## config.mk

```make
export PLATFORM = sky130hd
export DESIGN_NAME = lhis_host_port
export DESIGN_NICKNAME = d
export VERILOG_FILES = /design/src/hw/lhis_pin_sync.v /design/src/hw/lhis_host_port.v
export VERILOG_INCLUDE_DIRS = /design/src /design/src/hw
export SDC_FILE = /design/constraint.sdc
export NUM_CORES = 1
export LEC_CHECK = 0
export BUFFER_PORTS_ARGS = -buffer_cell sky130_fd_sc_hd__buf_2
export CORE_AREA = 2 2 112 114
export DETAILED_ROUTE_END_ITERATION = 10
export DIE_AREA = 0 0 114 116
export PLACE_DENSITY = 0.48
export SLEW_MARGIN = 20
export SYNTH_ARGS = -nofsm -noshare
export SYNTH_HDL_FRONTEND = slang
export SYNTH_SLANG_ARGS = --single-unit
```

## constraint.sdc

```tcl
create_clock -name core_clk -period 2.3 [get_ports core_clk]
set_input_delay 0.46 -clock core_clk [delete_from_list [all_inputs] [get_ports core_clk]]
set_output_delay 0.46 -clock core_clk [all_outputs]
set_load 0.02 [all_outputs]
```

## src/hw/lhis_consts.vh

```
// Purpose: Constants for the display host interface front end
// Assumes: core_clk at 100 MHz
// Notes: Included by the front end and its sampler
`ifndef LHIS_CONSTS_VH
`define LHIS_CONSTS_VH
`define LHIS_BYTE_W 8
`define LHIS_SYNC_STAGES 3
`define LHIS_SER_SI_BIT 7
`define LHIS_SER_SCL_BIT 6
`define LHIS_BITCNT_W 3
`define LHIS_BITCNT_LAST 3'h7
`define LHIS_BYTE_RST 8'h00
`define LHIS_RD_DATA_RST 8'h00
`endif

```

## src/hw/lhis_pin_sync.v

```verilog
// Purpose: Three-stage pin sampler with agreement filter
// Assumes: Inputs asynchronous to core_clk
// Notes: Output changes once stages two and three agree
`timescale 1ns/1ps
`include "lhis_consts.vh"
module lhis_pin_sync #(
  parameter WIDTH = 1,
  parameter [WIDTH-1:0] RST_VAL = {WIDTH{1'b0}}
) (
  core_clk,
  rst_n,
  pin_in,
  pin_out
);
  input wire core_clk;
  input wire rst_n;
  input wire [WIDTH-1:0] pin_in;
  output wire [WIDTH-1:0] pin_out;

  reg [WIDTH-1:0] s1_q;
  reg [WIDTH-1:0] s2_q;
  reg [WIDTH-1:0] s3_q;
  reg [WIDTH-1:0] flt_q;
  genvar i;

  always @(posedge core_clk) begin
    if (!rst_n) begin
      s1_q <= RST_VAL;
      s2_q <= RST_VAL;
      s3_q <= RST_VAL;
    end else begin
      s1_q <= pin_in;
      s2_q <= s1_q;
      s3_q <= s2_q;
    end
  end

  generate
    for (i = 0; i < WIDTH; i = i + 1) begin : g_flt
      always @(posedge core_clk) begin
        if (!rst_n) begin
          flt_q[i] <= RST_VAL[i];
        end else if (s2_q[i] == s3_q[i]) begin
          flt_q[i] <= s3_q[i];
        end
      end
    end
  endgenerate

  assign pin_out = flt_q;
endmodule // lhis_pin_sync

```

## src/hw/lhis_host_port.v

```verilog
// Purpose: Host interface front end: 8080, 6800 or four-wire serial
// Assumes: All host pins asynchronous; core_clk 100 MHz
// Notes: Strobe edges are found after three-stage sampling
`timescale 1ns/1ps
`include "lhis_consts.vh"

// Overview of operation
// - Interface-kind strap high selects parallel bus; low selects write-only serial.
// - Bus-style strap high gives 6800 signalling; low gives 8080.
// - Serial data arrives on D7, serial clock on D6.
// - All data lines are released whenever chip select is inactive.
// - 8080 read strobe active low; bus driven only while it is low.
// - 8080 write strobe active low; data captured on its rising edge.
// - 6800 shared read pin is an active-high enable qualifying accesses.
// - 6800 direction pin high means read, low means write.
// - Data/command select high marks display data, low marks control.
// - Settings initialise while hardware reset pin is low, level acting.
// - Transfers accepted only while active-low chip select is low.
// - Parallel mode offers an 8-bit bidirectional data port.
module lhis_host_port #(
  parameter BYTE_W = `LHIS_BYTE_W
) (
  core_clk,
  rst_n,
  parallel_strap,
  bus_style_strap,
  hardware_reset_low,
  chip_select_low,
  data_command_select,
  rd_enable_pin,
  wr_rw_pin,
  data_in,
  data_out,
  data_oe,
  rx_byte,
  rx_is_data,
  rx_valid,
  rd_req,
  rd_is_data,
  rd_data,
  settings_reset
);
  input wire core_clk;
  input wire rst_n;
  input wire parallel_strap;
  input wire bus_style_strap;
  input wire hardware_reset_low;
  input wire chip_select_low;
  input wire data_command_select;
  input wire rd_enable_pin;
  input wire wr_rw_pin;
  input wire [BYTE_W-1:0] data_in;
  output reg [BYTE_W-1:0] data_out;
  output reg [BYTE_W-1:0] data_oe;
  output reg [BYTE_W-1:0] rx_byte;
  output reg rx_is_data;
  output reg rx_valid;
  output reg rd_req;
  output reg rd_is_data;
  input wire [BYTE_W-1:0] rd_data;
  output reg settings_reset;

  // ----------------------------------------------------------------
  // Pin sampling
  // ----------------------------------------------------------------
  wire [5:0] ctl_s;
  wire [BYTE_W-1:0] dat_s;
  wire par_s;
  wire s6800_s;
  wire rst_pin_s;
  wire cs_low_s;
  wire dc_s;
  wire rd_s;
  wire wr_s;

  lhis_pin_sync #(.WIDTH(6), .RST_VAL(6'h1F)) u_ctl_sync (
    .core_clk(core_clk),
    .rst_n(rst_n),
    .pin_in({parallel_strap, bus_style_strap, hardware_reset_low,
             chip_select_low, rd_enable_pin, wr_rw_pin}),
    .pin_out(ctl_s)
  );

  lhis_pin_sync #(.WIDTH(BYTE_W + 1), .RST_VAL({(BYTE_W + 1){1'b0}})) u_dat_sync (
    .core_clk(core_clk),
    .rst_n(rst_n),
    .pin_in({data_command_select, data_in}),
    .pin_out({dc_s, dat_s})
  );

  assign par_s = ctl_s[5];
  assign s6800_s = ctl_s[4];
  assign rst_pin_s = ctl_s[3];
  assign cs_low_s = ctl_s[2];
  assign rd_s = ctl_s[1];
  assign wr_s = ctl_s[0];

  // ----------------------------------------------------------------
  // Edge history
  // ----------------------------------------------------------------
  reg rd_prev_q;
  reg wr_prev_q;
  reg scl_prev_q;
  reg [BYTE_W-1:0] dat_prev_q;
  reg dc_prev_q;

  // Reset values match the sampler's reset, so no false edge follows reset
  always @(posedge core_clk) begin
    if (!rst_n) begin
      rd_prev_q <= 1'b1;
      wr_prev_q <= 1'b1;
      scl_prev_q <= 1'b0;
      dat_prev_q <= `LHIS_BYTE_RST;
      dc_prev_q <= 1'b0;
    end else begin
      rd_prev_q <= rd_s;
      wr_prev_q <= wr_s;
      scl_prev_q <= dat_s[`LHIS_SER_SCL_BIT];
      dat_prev_q <= dat_s;
      dc_prev_q <= dc_s;
    end
  end

  wire selected = ~cs_low_s & rst_pin_s;
  wire dev_reset = ~rst_pin_s;
  // 8080 write capture uses data held before the rising edge
  wire wr80_rise = par_s & ~s6800_s & ~wr_prev_q & wr_s;
  // 6800 write latches at enable falling edge
  wire e68_fall = par_s & s6800_s & rd_prev_q & ~rd_s & ~wr_s;
  wire rd80_act = par_s & ~s6800_s & ~rd_s;
  // 6800 read drives while enable is high with direction high
  wire rd68_act = par_s & s6800_s & rd_s & wr_s;
  wire rd_start = (rd80_act & rd_prev_q) | (rd68_act & ~rd_prev_q);
  wire scl_rise = ~par_s & ~scl_prev_q & dat_s[`LHIS_SER_SCL_BIT];

  // ----------------------------------------------------------------
  // Serial shifter
  // ----------------------------------------------------------------
  reg [BYTE_W-2:0] sh_q;
  reg [`LHIS_BITCNT_W-1:0] bcnt_q;

  // Partial byte dropped whenever chip select is seen high
  always @(posedge core_clk) begin
    if (!rst_n || dev_reset || !selected || par_s) begin
      sh_q <= {(BYTE_W - 1){1'b0}};
      bcnt_q <= {`LHIS_BITCNT_W{1'b0}};
    end else if (scl_rise) begin
      sh_q <= {sh_q[BYTE_W-3:0], dat_s[`LHIS_SER_SI_BIT]};
      bcnt_q <= bcnt_q + 3'h1;
    end
  end

  wire ser_done = scl_rise & (bcnt_q == `LHIS_BITCNT_LAST);

  // ----------------------------------------------------------------
  // Settings reset
  // ----------------------------------------------------------------
  // Follows the sampled pin level, so a held pin keeps settings cleared
  always @(posedge core_clk) begin
    if (!rst_n) begin
      settings_reset <= 1'b1;
    end else begin
      settings_reset <= dev_reset;
    end
  end

  // ----------------------------------------------------------------
  // Byte delivery
  // ----------------------------------------------------------------
  always @(posedge core_clk) begin
    if (!rst_n) begin
      rx_byte <= `LHIS_BYTE_RST;
      rx_is_data <= 1'b0;
      rx_valid <= 1'b0;
    end else begin
      rx_valid <= 1'b0;
      if (!dev_reset && selected) begin
        if (wr80_rise || e68_fall) begin
          rx_byte <= dat_prev_q;
          rx_is_data <= dc_prev_q;
          rx_valid <= 1'b1;
        end else if (ser_done) begin
          rx_byte <= {sh_q, dat_s[`LHIS_SER_SI_BIT]};
          rx_is_data <= dc_s;
          rx_valid <= 1'b1;
        end
      end
    end
  end

  // ----------------------------------------------------------------
  // Read request
  // ----------------------------------------------------------------
  always @(posedge core_clk) begin
    if (!rst_n) begin
      rd_req <= 1'b0;
      rd_is_data <= 1'b0;
    end else begin
      rd_req <= 1'b0;
      if (!dev_reset && selected && rd_start) begin
        rd_req <= 1'b1;
        rd_is_data <= dc_s;
      end
    end
  end

  // ----------------------------------------------------------------
  // Read drive
  // ----------------------------------------------------------------
  // Released the cycle after the strobe or chip select is seen to end
  always @(posedge core_clk) begin
    if (!rst_n) begin
      data_out <= `LHIS_RD_DATA_RST;
      data_oe <= {BYTE_W{1'b0}};
    end else if (!dev_reset && selected && (rd80_act || rd68_act)) begin
      data_oe <= {BYTE_W{1'b1}};
      data_out <= rd_data;
    end else begin
      data_oe <= {BYTE_W{1'b0}};
    end
  end
endmodule // lhis_host_port

```

### Yosys cells after proc, flatten, opt, wreduce, memory -nomap -nowiden

Cells that the tools add are included.

| word-level totals | value |
|---|---|
| flip-flop bits (word level) | 111 |
| bits in latches | 0 |
| memory bits (writable) | 0 |
| memory bits (read-only) | 0 |
| output and inout port bits | 29 |
| word-level logic and storage cells | 100 |
| memories | 0 |

| cells by class | value |
|---|---|
| add/subtract/negate cells | 1 |
| multipliers | 0 |
| divide/modulo/power cells | 0 |
| order comparisons | 0 |
| equality and inequality tests | 16 |
| shift operators | 0 |
| multiplexer cells | 8 |
| bitwise gates (word level) | 26 |
| reduce and logical (&&, ||, !) cells | 13 |

Operator list:

| kind | number |
|---|---|
| $mux 8 | 3 |
| $and 1x1->1 | 16 |
| $eq 1x1->1 | 15 |
| $not 1->1 | 9 |
| $logic_or 1x1->1 | 5 |
| $mux 1 | 5 |
| $reduce_and 2->1 | 2 |
| $add 3x1->3 const B | 1 |
| $eq 3x3->1 const B | 1 |
| $logic_and 1x1->1 | 3 |
| $logic_not 1->1 | 2 |
| $reduce_bool 2->1 | 1 |
| $or 1x1->1 | 1 |

### Logic depth before layout (Yosys ltp)

Gate-level depths: netlist of the first run.

| logic depth | value |
|---|---|
| depth after elaboration | 7 |
| mapped depth | 6 |
| mapped depth without buffers | 5 |

### By module

Synthesis of the first run repeated with hierarchy kept, for this count alone.

| unflattened totals | value |
|---|---|
| cell total of the unflattened synthesis | 347 |
| area total of the unflattened synthesis | 3602.2 um2 |

By module, submodules not included:

| module | instances | cells each | area each (um2) | seq. area each (um2) |
|---|---|---|---|---|
| lhis_host_port | 1 | 192 | 1833.0 | 860.8 |
| lhis_pin_sync at u_dat_sync | 1 | 93 | 1071.0 | 720.7 |
| lhis_pin_sync at u_ctl_sync | 1 | 62 | 698.2 | 480.5 |

### Worst setup path before layout of the first run

Ideal clock, no wire load.

| path | value |
|---|---|
| kind | register to register |
| start | register bcnt_q[0] |
| end | register rx_byte[0] |
| library setup time | 0.088 ns |
| arrival time | 1.475 ns |
| required time | 2.212 ns |
| path slack | 0.736 ns |
| stages on the path, launching flop included | 7 |
| clock period less this slack | 1.564 ns |
| cells stage by stage | dfxtp_1 ha_1 ha_1 nand3b_1 or2_0 buf_6 a311oi_2 |

| on the way | value |
|---|---|
| longest elaborated chain between the ends | 4 |

Ends and longest elaborated chain:

| element | RTL line | text |
|---|---|---|
| start, declared | lhis_host_port.v:140 | `` reg [`LHIS_BITCNT_W-1:0] bcnt_q; `` |
| start signal, assigned | lhis_host_port.v:146 | `` bcnt_q <= {`LHIS_BITCNT_W{1'b0}}; `` |
| start signal, assigned | lhis_host_port.v:149 | `bcnt_q <= bcnt_q + 3'h1;` |
| $eq 3x3->1 (no line) | -- |  |
| $and 1x1->1 | lhis_host_port.v:153 | `` wire ser_done = scl_rise & (bcnt_q == `LHIS_BITCNT_LAST); `` |
| $reduce_bool 2->1 (no line) | -- |  |
| $reduce_and 2->1 (no line) | -- |  |
| end signal, assigned | lhis_host_port.v:172 | `` rx_byte <= `LHIS_BYTE_RST; `` |
| end signal, assigned | lhis_host_port.v:179 | `rx_byte <= dat_prev_q;` |
| end signal, assigned | lhis_host_port.v:183 | `` rx_byte <= {sh_q, dat_s[`LHIS_SER_SI_BIT]}; `` |
| end, declared | lhis_host_port.v:55 | `output reg [BYTE_W-1:0] rx_byte;` |

Every way passes these cells.
A chain may end at the register's enable or synchronous reset.

### Worst setup path in the final report of the first run

| path | value |
|---|---|
| start | register u_ctl_sync.flt_q[5], in the netlist u_ctl_sync.pin_out[5] |
| end | register rx_byte[7] |

| on the way | value |
|---|---|
| longest elaborated chain between the ends | 7 |

Ends and longest elaborated chain:

| element | RTL line | text |
|---|---|---|
| start, declared | lhis_pin_sync.v:23 | `reg [WIDTH-1:0] flt_q;` |
| start signal, assigned by index | lhis_pin_sync.v:42 | `flt_q[i] <= RST_VAL[i];` |
| start signal, assigned by index | lhis_pin_sync.v:44 | `flt_q[i] <= s3_q[i];` |
| $and 1x1->1 (4 in a row) | lhis_host_port.v:129 | `wire e68_fall = par_s & s6800_s & rd_prev_q & ~rd_s & ~wr_s;` |
| $logic_or 1x1->1 | lhis_host_port.v:178 | `if (wr80_rise \|\| e68_fall) begin` |
| $reduce_bool 2->1 (no line) | -- |  |
| $reduce_and 2->1 (no line) | -- |  |

Several ways; a longest one is shown, not always the timed one.

==> metrics.log, run 1 <==
INFO  metric synth_sequential_area_ratio = around three fifths
INFO  metric hpwlAfterDp = between 4 and 5 mm
INFO  metric worst_slack = ~0.40 ns
INFO  metric design.portCount = 54
INFO  metric grt_pass1_wl = between 10 and 15 mm
INFO  metric fin_skew = between 0.007 and 0.008 ns
INFO  metric power.ir.vdd_worst = about 0.00046 V
INFO  metric post-cts-setup-buffer-count = 0
INFO  metric grt_use_total = 10.9%
INFO  metric globalRoute.totalOverflow = 0
INFO  metric synthesis.area_per_instance = between 10 and 15 sq um
INFO  metric setup_tns = 0 ns
INFO  metric grt_antenna_before_repair = 0
INFO  metric synth_warnings = 0
INFO  metric crit_slowest_cell = or3b_1
INFO  metric ctsHoldBuffers = 0
INFO  metric core-area = between 10,000 and 15,000 sq um
INFO  metric ys_flop_type = dfxtp_1
INFO  metric cts-root-to-sink-buffers = 2
INFO  metric worstPathCellList = or3b_1, or2_0, a311oi_2
INFO  metric post_route_cells_drive_above_1_share = 21.4%
INFO  metric vias = 2,319
INFO  metric critPathTopFamily = simple AND/OR/NAND/NOR gates
INFO  metric post-route-period-util = between 80% and 90%
INFO  metric route.antenna.remaining_nets = 0
INFO  metric p_leak = 1.59 nW
INFO  metric cell_rows = 40
INFO  metric grt_pass1_vias = between 2,000 and 2,500
INFO  metric hold_path_class = in -> reg
INFO  metric setup_viol = 0
INFO  metric maxCapViolations = 0
INFO  metric finalWeightedCongestion = 0.725
INFO  metric drt-initial-drc-count = approximately 80
INFO  metric route.detailed.drc = 0
INFO  metric post_drt_wl_per_cell = 12.2 um
INFO  metric status = finished, final reports clean
INFO  metric critical_path.n_buffers_inverters = 0
INFO  metric fin_cells = 535
INFO  metric timing.final.crit_period = around 1.9 ns
INFO  metric clkTransAtPathRegs = 0.07 ns
INFO  metric numCtsBuffers = 9
INFO  metric relative_area_change_from_synthesis_to_final_layout = 18.1%
INFO  metric largest_stage_delay_on_the_critical_path = approximately 0.53 ns
INFO  metric clock_insertion_delay_worst_skew = approximately 0.34 ns
INFO  metric timing.slew.headroom = about half
INFO  metric arrival_time_reported_for_the_critical_path_endpoint = 2.16 ns
INFO  metric cts_resized = 0
INFO  metric worst-slew-pin-transition = approximately 0.8 ns
INFO  metric max_slew_violation_total_from_the_final_report = 0
INFO  metric postRouteWirelength = ~6.5 mm
INFO  metric hold_ws = around 0.30 ns
INFO  metric synth_edf_count = 0
INFO  metric clock_tree.htree_level_count = 3
INFO  metric report.final.hold_viol_count = 0
INFO  metric placement.setup.worst_slack = 0.412 ns
INFO  metric place_area = roughly 3900 sq um
INFO  metric critical_path.max_fanout = 10
INFO  metric layout.cells.most_common_list = dfxtp_1 (103), buf_2 (53), nand2_1 (40), and2_1 (38), nand2b_1 (18)
INFO  metric ws_path_type = reg -> reg
INFO  metric postLayoutCellArea = between 4000 and 5000 sq um
INFO  metric post_synth_num_cell_types = 33
INFO  metric cp_data_required_time = roughly 2.6 ns
INFO  metric count_of_clock_tree_sinks = about 100
INFO  metric element_type_at_the_critical_path_start = flop
INFO  metric rsz0062_at_grt = no
INFO  metric mappedNetlistArea = about 3500 sq um
INFO  metric max_freq = 0.525 GHz
INFO  metric syn-num-nets = between 300 and 400
INFO  metric placement.io_buffers = between 50 and 60
INFO  metric clock_root_cell = clkbuf_16
INFO  metric clock_tree_from_tritoncts = built
INFO  metric postSynth.asyncResetShare = 0%
INFO  metric synth.ff_latch_count = 103
INFO  metric largest_net_degree_at_the_start_of_global_routing = 60
INFO  metric nets = ~400
INFO  metric detailedRoute.firstPassIterationCount = 4
INFO  metric post_drt_via_cell_ratio = roughly 4.3
INFO  metric netlist_instances = around 340
INFO  metric die_y = around 120 um
INFO  metric fill_cells = around 1,200
INFO  metric power_per_cell_area = 811 nW/um^2
INFO  metric critical_path.endpoint_type = flop
INFO  metric placedCellCount = between 500 and 600
INFO  metric chipWidth = 114 um
INFO  metric layout.cells.most_common = dfxtp_1
INFO  metric floorplan.die_area = 13,200 sq um
INFO  metric num_antenna_cells = 0
INFO  metric floorplan.initialDensity = just under 30%
-- cell families after synthesis --
group / Yosys count / synth area share, %
AND/OR/NAND/NOR: 116 / 17.7
XOR/XNOR: 1 / 0.248
multiplexers: 1 / 0.284
flip-flops: 103 / 58.5
AO/OA/AOI/OAI: 81 / 17.2
adder cells (fa/ha/maj): 2 / 0.709
buffers and inverters: 37 / 5.32
-- layer usage --
layer | GRT usage [%] | part of all wire (%) | vias to the layer above
met3 | 2.67 | 4.1 | 10
met4 | 6.59 | 2.6 | 0
met2 | 16.5 | 44 | 36
li1 | - | - | 1231
met5 | 0 | 0 | -
met1 | 14.1 | 49 | 1042
-- sequential cells by signal (all words and copies together) (netlist names), 3 cells and up --
name                cells
u_dat_sync.pin_out      9
u_dat_sync.s1_q         9
u_dat_sync.s2_q         9
u_dat_sync.s3_q         9
dat_prev_q              8
data_out                8
rx_byte                 8
sh_q                    7
u_ctl_sync.pin_out      6
u_ctl_sync.s1_q         6
u_ctl_sync.s2_q         6
u_ctl_sync.s3_q         6
bcnt_q                  3
-- final cells by class --
type                       instances  area (sq um)  share of cell area, %
clock inverter                     5          41.3                  0.991
tap                              147           184                   4.41
sequential                       103          2060                   49.5
multi-input combinational        201          1280                   30.7
inverter                          11          41.3                  0.991
clock buffer                      11           253                   6.07
timing repair buffer              57           308                   7.39
-- Yosys cell counts (all sizes together), types with 2 or more instances --
library cell / count / area [sq um]
o31ai: 9 / 67.6
nor2b: 2 / 12.5
clkbuf: 14 / 52.6
or3b: 3 / 26.3
dfxtp: 103 / 2060
nand2b: 18 / 113
ha: 2 / 25.0
buf: 12 / 93.8
a211oi: 9 / 67.6
a2bb2oi: 8 / 70.1
inv: 11 / 41.3
o21ai: 15 / 75.1
nand3b: 3 / 22.5
nor2: 7 / 26.3
a311oi: 10 / 144
a21boi: 10 / 75.1
and2: 38 / 238
a21oi: 17 / 85.1
nand2: 40 / 150
-- path summary, 6_finish.rpt --
path	from	end	slack [ns]	cells after the start
min reg2reg	u_ctl_sync.s1_q[3]	u_ctl_sync.s2_q[3]	0.41	1
min	wr_rw_pin	u_ctl_sync.s1_q[0]	0.30	2
max	u_ctl_sync.pin_out[5]	rx_byte[7]	0.40	3
max reg2reg	u_ctl_sync.pin_out[5]	rx_byte[7]	0.40	3
-- power by group --
group | switching [W] | internal, W | leakage, nW
clock | 0.000667 | 0.000800 | 0.138
sequential | 0.0000125 | 0.00182 | 0.839
combinational | 0.0000391 | 0.0000443 | 0.610
total | 0.000719 | 0.00266 | 1.59
-- per-stage QoR --
stage / utilization [%] / total power [W]
detailed placement: 32.5 / 0.00196
floorplan: - / 0.00192
global route: 35.0 / 0.00352
global placement: 32.5 / 0.00195
finish: 35.0 / 0.00338
CTS: 35.0 / 0.00343
-- worst reg2reg max path, stage by stage (launching register included) --
cell and delay [ns]:
dfxtp_1 0.40, or3b_1 0.54, or2_0 0.53, a311oi_2 0.35
Power figures use the tool's default switching activity.
==> run 2: changes to the inputs <==
- clock period: 2.3 -> 1.9 ns (I/O delays scaled with it)
==> run 2 against run 1 <==
  * Routed wire length shrank 0.17%
  * Critical path type unchanged
  * Design area grew 1.4%
  * Combinational power up 20%
  * Non-clock buffer count up 5
  * Critical endpoint is now rx_byte[6]
  * Largest cell class unchanged
==> metrics.log, run 2 (synthesis results as in run 1) <==
INFO  metric status = finished, final reports clean
INFO  metric final_core_utilization = a little over a third
INFO  metric rsz0062_at_grt = no
INFO  metric route.detailed.drc = 0
INFO  metric register_to_register_setup_slack = around 0.28 ns
INFO  metric grt_use_total = 10.7%
INFO  metric grt.met1_usage = about 14%
INFO  metric setup_tns = 0 ns
INFO  metric floorplan.initialDensity = 29.6%
INFO  metric grt_pass1_vias = approximately 2,300
INFO  metric power.ir.vdd_worst = 0.000405 V
INFO  metric placement.setup.worst_slack = approximately 0.097 ns
INFO  metric cp_data_required_time = 2.15 ns
INFO  metric count_of_clock_tree_sinks = just over 100
INFO  metric hold_path_class = in -> reg
INFO  metric clkTransAtPathRegs = approximately 0.07 ns
INFO  metric max_freq = a little over 0.6 GHz
INFO  metric hpwlAfterDp = approximately 4.5 mm
INFO  metric arrival_time_reported_for_the_critical_path_endpoint = 1.87 ns
INFO  metric post-route-period-util = roughly 85%
INFO  metric cts-root-to-sink-buffers = 2
INFO  metric timing.final.crit_period = 1.62 ns
INFO  metric layout.cells.most_common = dfxtp_1
INFO  metric grt_use_met3 = roughly 2.5%
INFO  metric floorplan.die_area = between 10,000 and 15,000 sq um
INFO  metric grt_use_met2 = ~17%
INFO  metric post_drt_via_cell_ratio = between 4 and 5
INFO  metric layout.cells.most_common_list = dfxtp_1 (103), buf_2 (53), nand2_1 (40), and2_1 (38), nand2b_1 (18)
INFO  metric placement.io_buffers = between 50 and 60
INFO  metric largest_net_degree_at_the_start_of_global_routing = 61
INFO  metric worst_slack = ~0.28 ns
INFO  metric clock_insertion_delay_worst_skew = 0.34 ns
INFO  metric ws_path_type = reg -> reg
INFO  metric detailedRoute.firstPassIterationCount = 4
INFO  metric clock_tree_from_tritoncts = built
INFO  metric element_type_at_the_critical_path_start = flop
INFO  metric num_antenna_cells = 0
INFO  metric globalRoute.totalOverflow = 0
INFO  metric p_leak = around 1.6 nW
INFO  metric post_drt_wl_per_cell = between 10 and 15 um
INFO  metric relative_area_change_from_synthesis_to_final_layout = 19.8%
INFO  metric design.portCount = 54
INFO  metric grt_pass1_wl = 11.2 mm
INFO  metric fill_cells = between 1,000 and 1,500
INFO  metric timing.slew.headroom = between 40% and 50%
INFO  metric core-area = 11,900 sq um
INFO  metric fin_skew = a little over 0.009 ns
INFO  metric nets = about 420
INFO  metric clock_root_cell = clkbuf_16
INFO  metric power_per_cell_area = between 900 and 1000 nW/um^2
INFO  metric max_slew_violation_total_from_the_final_report = 0
INFO  metric cell_rows = 40
INFO  metric drt-initial-drc-count = ~110
INFO  metric critical_path.max_fanout = 9
INFO  metric busiest_layer = met2
INFO  metric grt_antenna_before_repair = 0
INFO  metric numCtsBuffers = 9
INFO  metric post_route_cells_drive_above_1_share = approximately 22%
INFO  metric ctsHoldBuffers = 0
INFO  metric critical_path.endpoint_type = flop
INFO  metric maxCapViolations = 0
INFO  metric route.antenna.remaining_nets = 0
INFO  metric worst-slew-pin-transition = 0.790 ns
INFO  metric die_y = between 100 and 150 um
INFO  metric post-cts-setup-buffer-count = 0
INFO  metric chipWidth = about 110 um
INFO  metric postRouteWirelength = 6.52 mm
INFO  metric clock_tree.htree_level_count = 3
INFO  metric cts_resized = 0
INFO  metric fin_cells = 540
INFO  metric finalWeightedCongestion = between 0.7 and 0.8
INFO  metric report.final.hold_viol_count = 0
INFO  metric vias = about 2,400
INFO  metric placedCellCount = ~520
INFO  metric setup_viol = 0
INFO  metric finalPower = 0.00421 W
[run 2: critical path, stage by stage, from the launching register on]
cell      delay [ns]
dfxtp_1         0.41
or3b_1          0.40
or2_1           0.42
a311oi_2        0.31
[run 2: final timing paths]
check / end / depth (start not counted) / startpoint
worst max-delay path: rx_byte[6] / 3 / u_ctl_sync.pin_out[3]
worst min-delay path: u_ctl_sync.s1_q[4] / 2 / bus_style_strap
worst max register to register: rx_byte[6] / 3 / u_ctl_sync.pin_out[3]
worst min register to register: u_ctl_sync.s2_q[1] / 1 / u_ctl_sync.s1_q[1]
[run 2: per-stage QoR]
stage | hold WS (ns) | cell area (sq um)
finish | 0.215 | 4230
global route | 0.211 | 4230
CTS | 0.205 | 4230
detailed placement | 0.396 | 3910
global placement | 0.391 | 3910
floorplan | 0.386 | 3530
[run 2: where the power goes]
part / switching (W) / internal, W / total, W
clock: 0.000820 / 0.00108 / 0.00190
sequential: 0.0000144 / 0.00220 / 0.00221
combinational: 0.0000467 / 0.0000538 / 0.000100
total: 0.000881 / 0.00333 / 0.00421
[run 2: cell type report]
| class | instances | area, sq um | share of cell area [%] |
|---|---|---|---|
| Clock inverter | 6 | 76.3 | 1.81 |
| Multi-Input combinational cell | 201 | 1280 | 30.2 |
| Timing Repair Buffer | 62 | 345 | 8.17 |
| Inverter | 11 | 41.3 | 0.977 |
| Sequential cell | 103 | 2060 | 48.8 |
| Tap cell | 147 | 184 | 4.35 |
| Clock buffer | 10 | 239 | 5.66 |
[run 2: routing by layer]
metal	part of all wire, %	vias up	wire length, um
met2	45	35	2950
li1	-	1239	-
met3	4.1	11	266
met4	2.0	0	130
met5	0	-	0
met1	49	1096	3170
==> run 3: changes to the inputs <==
- CORE_AREA: 2 2 112 114 -> 2 2 113 115
- DIE_AREA: 0 0 114 116 -> 0 0 115 117
- SYNTH_HIERARCHICAL: not set -> 1
==> run 3 against run 2 <==
  * First-iteration DRC count increased by 43%
  * Clock skew decreased by 0.0028 ns
  * Clock power decreased by 4%
  * Register-to-register slack got worse by 0.03 ns
  * Synthesized area increased by 2.1%
  * Combinational power increased by 6%
  * Worst setup slack got worse by 0.032 ns
  * Hold slack about the same
  * Total power decreased by 1.6%
  * Critical path type unchanged
  * Largest power group unchanged
==> metrics.log, run 3 <==
INFO  metric max_slew_violation_total_from_the_final_report = 0
INFO  metric design.portCount = 54
INFO  metric synth_sequential_area_ratio = 57.2%
INFO  metric power_per_cell_area = approximately 1000 nW/um^2
INFO  metric p_leak = 1.65 nW
INFO  metric synth_simple_gate_area_share = approximately a fifth
INFO  metric cp_data_required_time = around 2.1 ns
INFO  metric relative_area_change_from_synthesis_to_final_layout = 18.4%
INFO  metric worst_slack = 0.251 ns
INFO  metric vias = 2,419
INFO  metric power.ir.vdd_worst = ~0.00038 V
INFO  metric clock_insertion_delay_worst_skew = 0.34 ns
INFO  metric floorplan.die_area = roughly 13,000 sq um
INFO  metric ws_path_type = reg -> reg
INFO  metric floorplan.initialDensity = between 20% and 30%
INFO  metric mappedNetlistArea = 3600 sq um
INFO  metric synth.ff_latch_count = just over 100
INFO  metric synth_warnings = 6
INFO  metric synth_most_common_cell = dfxtp_1
INFO  metric placement.io_buffers = between 50 and 60
INFO  metric route.detailed.drc = 0
INFO  metric timing.final.crit_period = ~1.6 ns
INFO  metric clock_root_cell = clkbuf_16
INFO  metric post_route_cells_drive_above_1_share = about 25%
INFO  metric post-route-period-util = between 80 and 90%
INFO  metric setup_tns = 0 ns
INFO  metric hpwlAfterDp = 4.58 mm
INFO  metric grt_pass1_wl = about 11 mm
INFO  metric synth_top_family_by_area = simple AND/OR/NAND/NOR gates
INFO  metric detailedRoute.firstPassIterationCount = 4
INFO  metric timing.slew.headroom = between 60% and 70%
INFO  metric rsz0062_at_grt = no
INFO  metric grt_pass1_vias = around 2,200
INFO  metric synth-compound-area-share = between 10% and 20%
INFO  metric yosys-mux-area-fraction = under 10%
INFO  metric synth.cells.most_frequent = dfxtp_1 (103), nand2_1 (47), and2_1 (33)
INFO  metric critical_path.endpoint_type = flop
INFO  metric layout.cells.most_common = dfxtp_1
INFO  metric placement.setup.worst_slack = between 0.2 and 0.3 ns
INFO  metric postRouteWirelength = about 6.5 mm
INFO  metric num_antenna_cells = 0
INFO  metric worst-slew-pin-transition = ~0.52 ns
INFO  metric netlist_instances = between 300 and 400
INFO  metric hold_path_class = in -> reg
INFO  metric drt-initial-drc-count = approximately 160
INFO  metric finalWeightedCongestion = 0.741
INFO  metric synth.top_cells.by_area = dfxtp_1 (57%), and2_1 (5.7%), nand2_1 (4.9%)
INFO  metric arrival_time_reported_for_the_critical_path_endpoint = ~1.9 ns
INFO  metric ctsHoldBuffers = 0
INFO  metric synth_fa_ha_area_share = less than 1%
INFO  metric post_drt_via_cell_ratio = around 4.4
INFO  metric synth_top_area_share = 57.2%
INFO  metric clock_tree.htree_level_count = 3
INFO  metric syn-num-nets = approximately 370
INFO  metric layout.cells.most_common_list = dfxtp_1 (103), buf_2 (53), nand2_1 (47), and2_1 (33), a21oi_1 (24)
INFO  metric route.antenna.remaining_nets = 0
INFO  metric postSynth.asyncResetShare = 0%
INFO  metric numCtsBuffers = 9
INFO  metric synth_top_area_cell = dfxtp_1
INFO  metric xor_xnor_fraction_of_synth_area = 0.243%
INFO  metric ys_flop_type = dfxtp_1
INFO  metric count_of_clock_tree_sinks = ~100
INFO  metric fill_cells = roughly 1,300
INFO  metric report.final.hold_viol_count = 0
INFO  metric max_freq = slightly above 0.6 GHz
INFO  metric status = finished, final reports clean
INFO  metric cts-root-to-sink-buffers = 2
INFO  metric synth_edf_count = 0
INFO  metric die_y = approximately 120 um
INFO  metric cts_resized = 0
INFO  metric globalRoute.totalOverflow = 0
INFO  metric clkTransAtPathRegs = 0.07 ns
INFO  metric post_drt_wl_per_cell = 11.9 um
INFO  metric largest_net_degree_at_the_start_of_global_routing = 55
INFO  metric maxCapViolations = 0
INFO  metric fin_skew = 0.00630 ns
INFO  metric element_type_at_the_critical_path_start = flop
INFO  metric chipWidth = 115 um
INFO  metric critical_path.max_fanout = 9
INFO  metric synthesis.area_per_instance = 10.4 sq um
INFO  metric post-cts-setup-buffer-count = 0
INFO  metric core-area = approximately 12,000 sq um
INFO  metric clock_tree_from_tritoncts = built
INFO  metric cell_rows = 41
INFO  metric setup_viol = 0
INFO  metric post_synth_num_cell_types = 37
INFO  metric grt_use_total = between 10% and 20%
INFO  metric nets = ~420
INFO  metric grt_antenna_before_repair = 0
-- run 3: worst paths after layout --
check	depth (start not counted)	start	to	slack [ns]
worst max-delay path	5	bcnt_q[0]	rx_is_data	0.25
worst min-delay path	2	chip_select_low	u_ctl_sync/s1_q[2]	0.22
worst max register to register	5	bcnt_q[0]	rx_is_data	0.25
worst min register to register	1	u_ctl_sync/s1_q[2]	u_ctl_sync/s2_q[2]	0.41
-- run 3: cells by family (layout without fill, tap and decap cells) --
kind of cell	Yosys count	count (layout)
adder cells (fa/ha/maj)	2	2
AND/OR/NAND/NOR	125	125
flip-flops	103	103
buffers and inverters	27	76
multiplexers	9	9
AO/OA/AOI/OAI	80	80
XOR/XNOR	1	1
-- run 3: worst max-delay path, stage by stage (launching register included) --
cell and delay (ns):
dfxtp_1 0.36, ha_1 0.16, ha_1 0.15, nand4bb_1 0.37, o31ai_1 0.40, a211oi_2 0.08
-- run 3: per-layer routing --
metal  global-route usage (%)  part of all wire (%)  vias up  wire (um)
met5                        0                     0        -          0
met4                     4.10                   1.3        0         87
met3                     3.24                   4.3        7        283
met2                     16.3                    46       39       3000
met1                     13.4                    48     1118       3140
li1                         -                     -     1255          -
-- run 3: through the flow --
step                util, %  cell area (sq um)  total power [W]  hold WS (ns)  cells
floorplan                 -               3600          0.00233         0.385    347
global placement       32.2               3970          0.00237         0.391    530
detailed placement     32.2               3970          0.00237         0.396    530
CTS                    34.7               4270          0.00422         0.202    546
global route           34.7               4270          0.00432         0.220    546
finish                 34.7               4270          0.00414         0.216    546
-- run 3: final cells by class --
cell class | count | area [sq um] | share of cell area (%)
Clock buffer | 10 | 229 | 5.37
Clock inverter | 6 | 70.1 | 1.64
Timing Repair Buffer | 59 | 323 | 7.57
Sequential cell | 103 | 2060 | 48.3
Tap cell | 150 | 188 | 4.40
Inverter | 1 | 3.75 | 0.0880
Multi-Input combinational cell | 217 | 1390 | 32.6
-- run 3: power breakdown --
group          switching [W]  internal, W
sequential         0.0000153      0.00220
clock               0.000794      0.00103
combinational      0.0000510    0.0000551
total               0.000860      0.00328
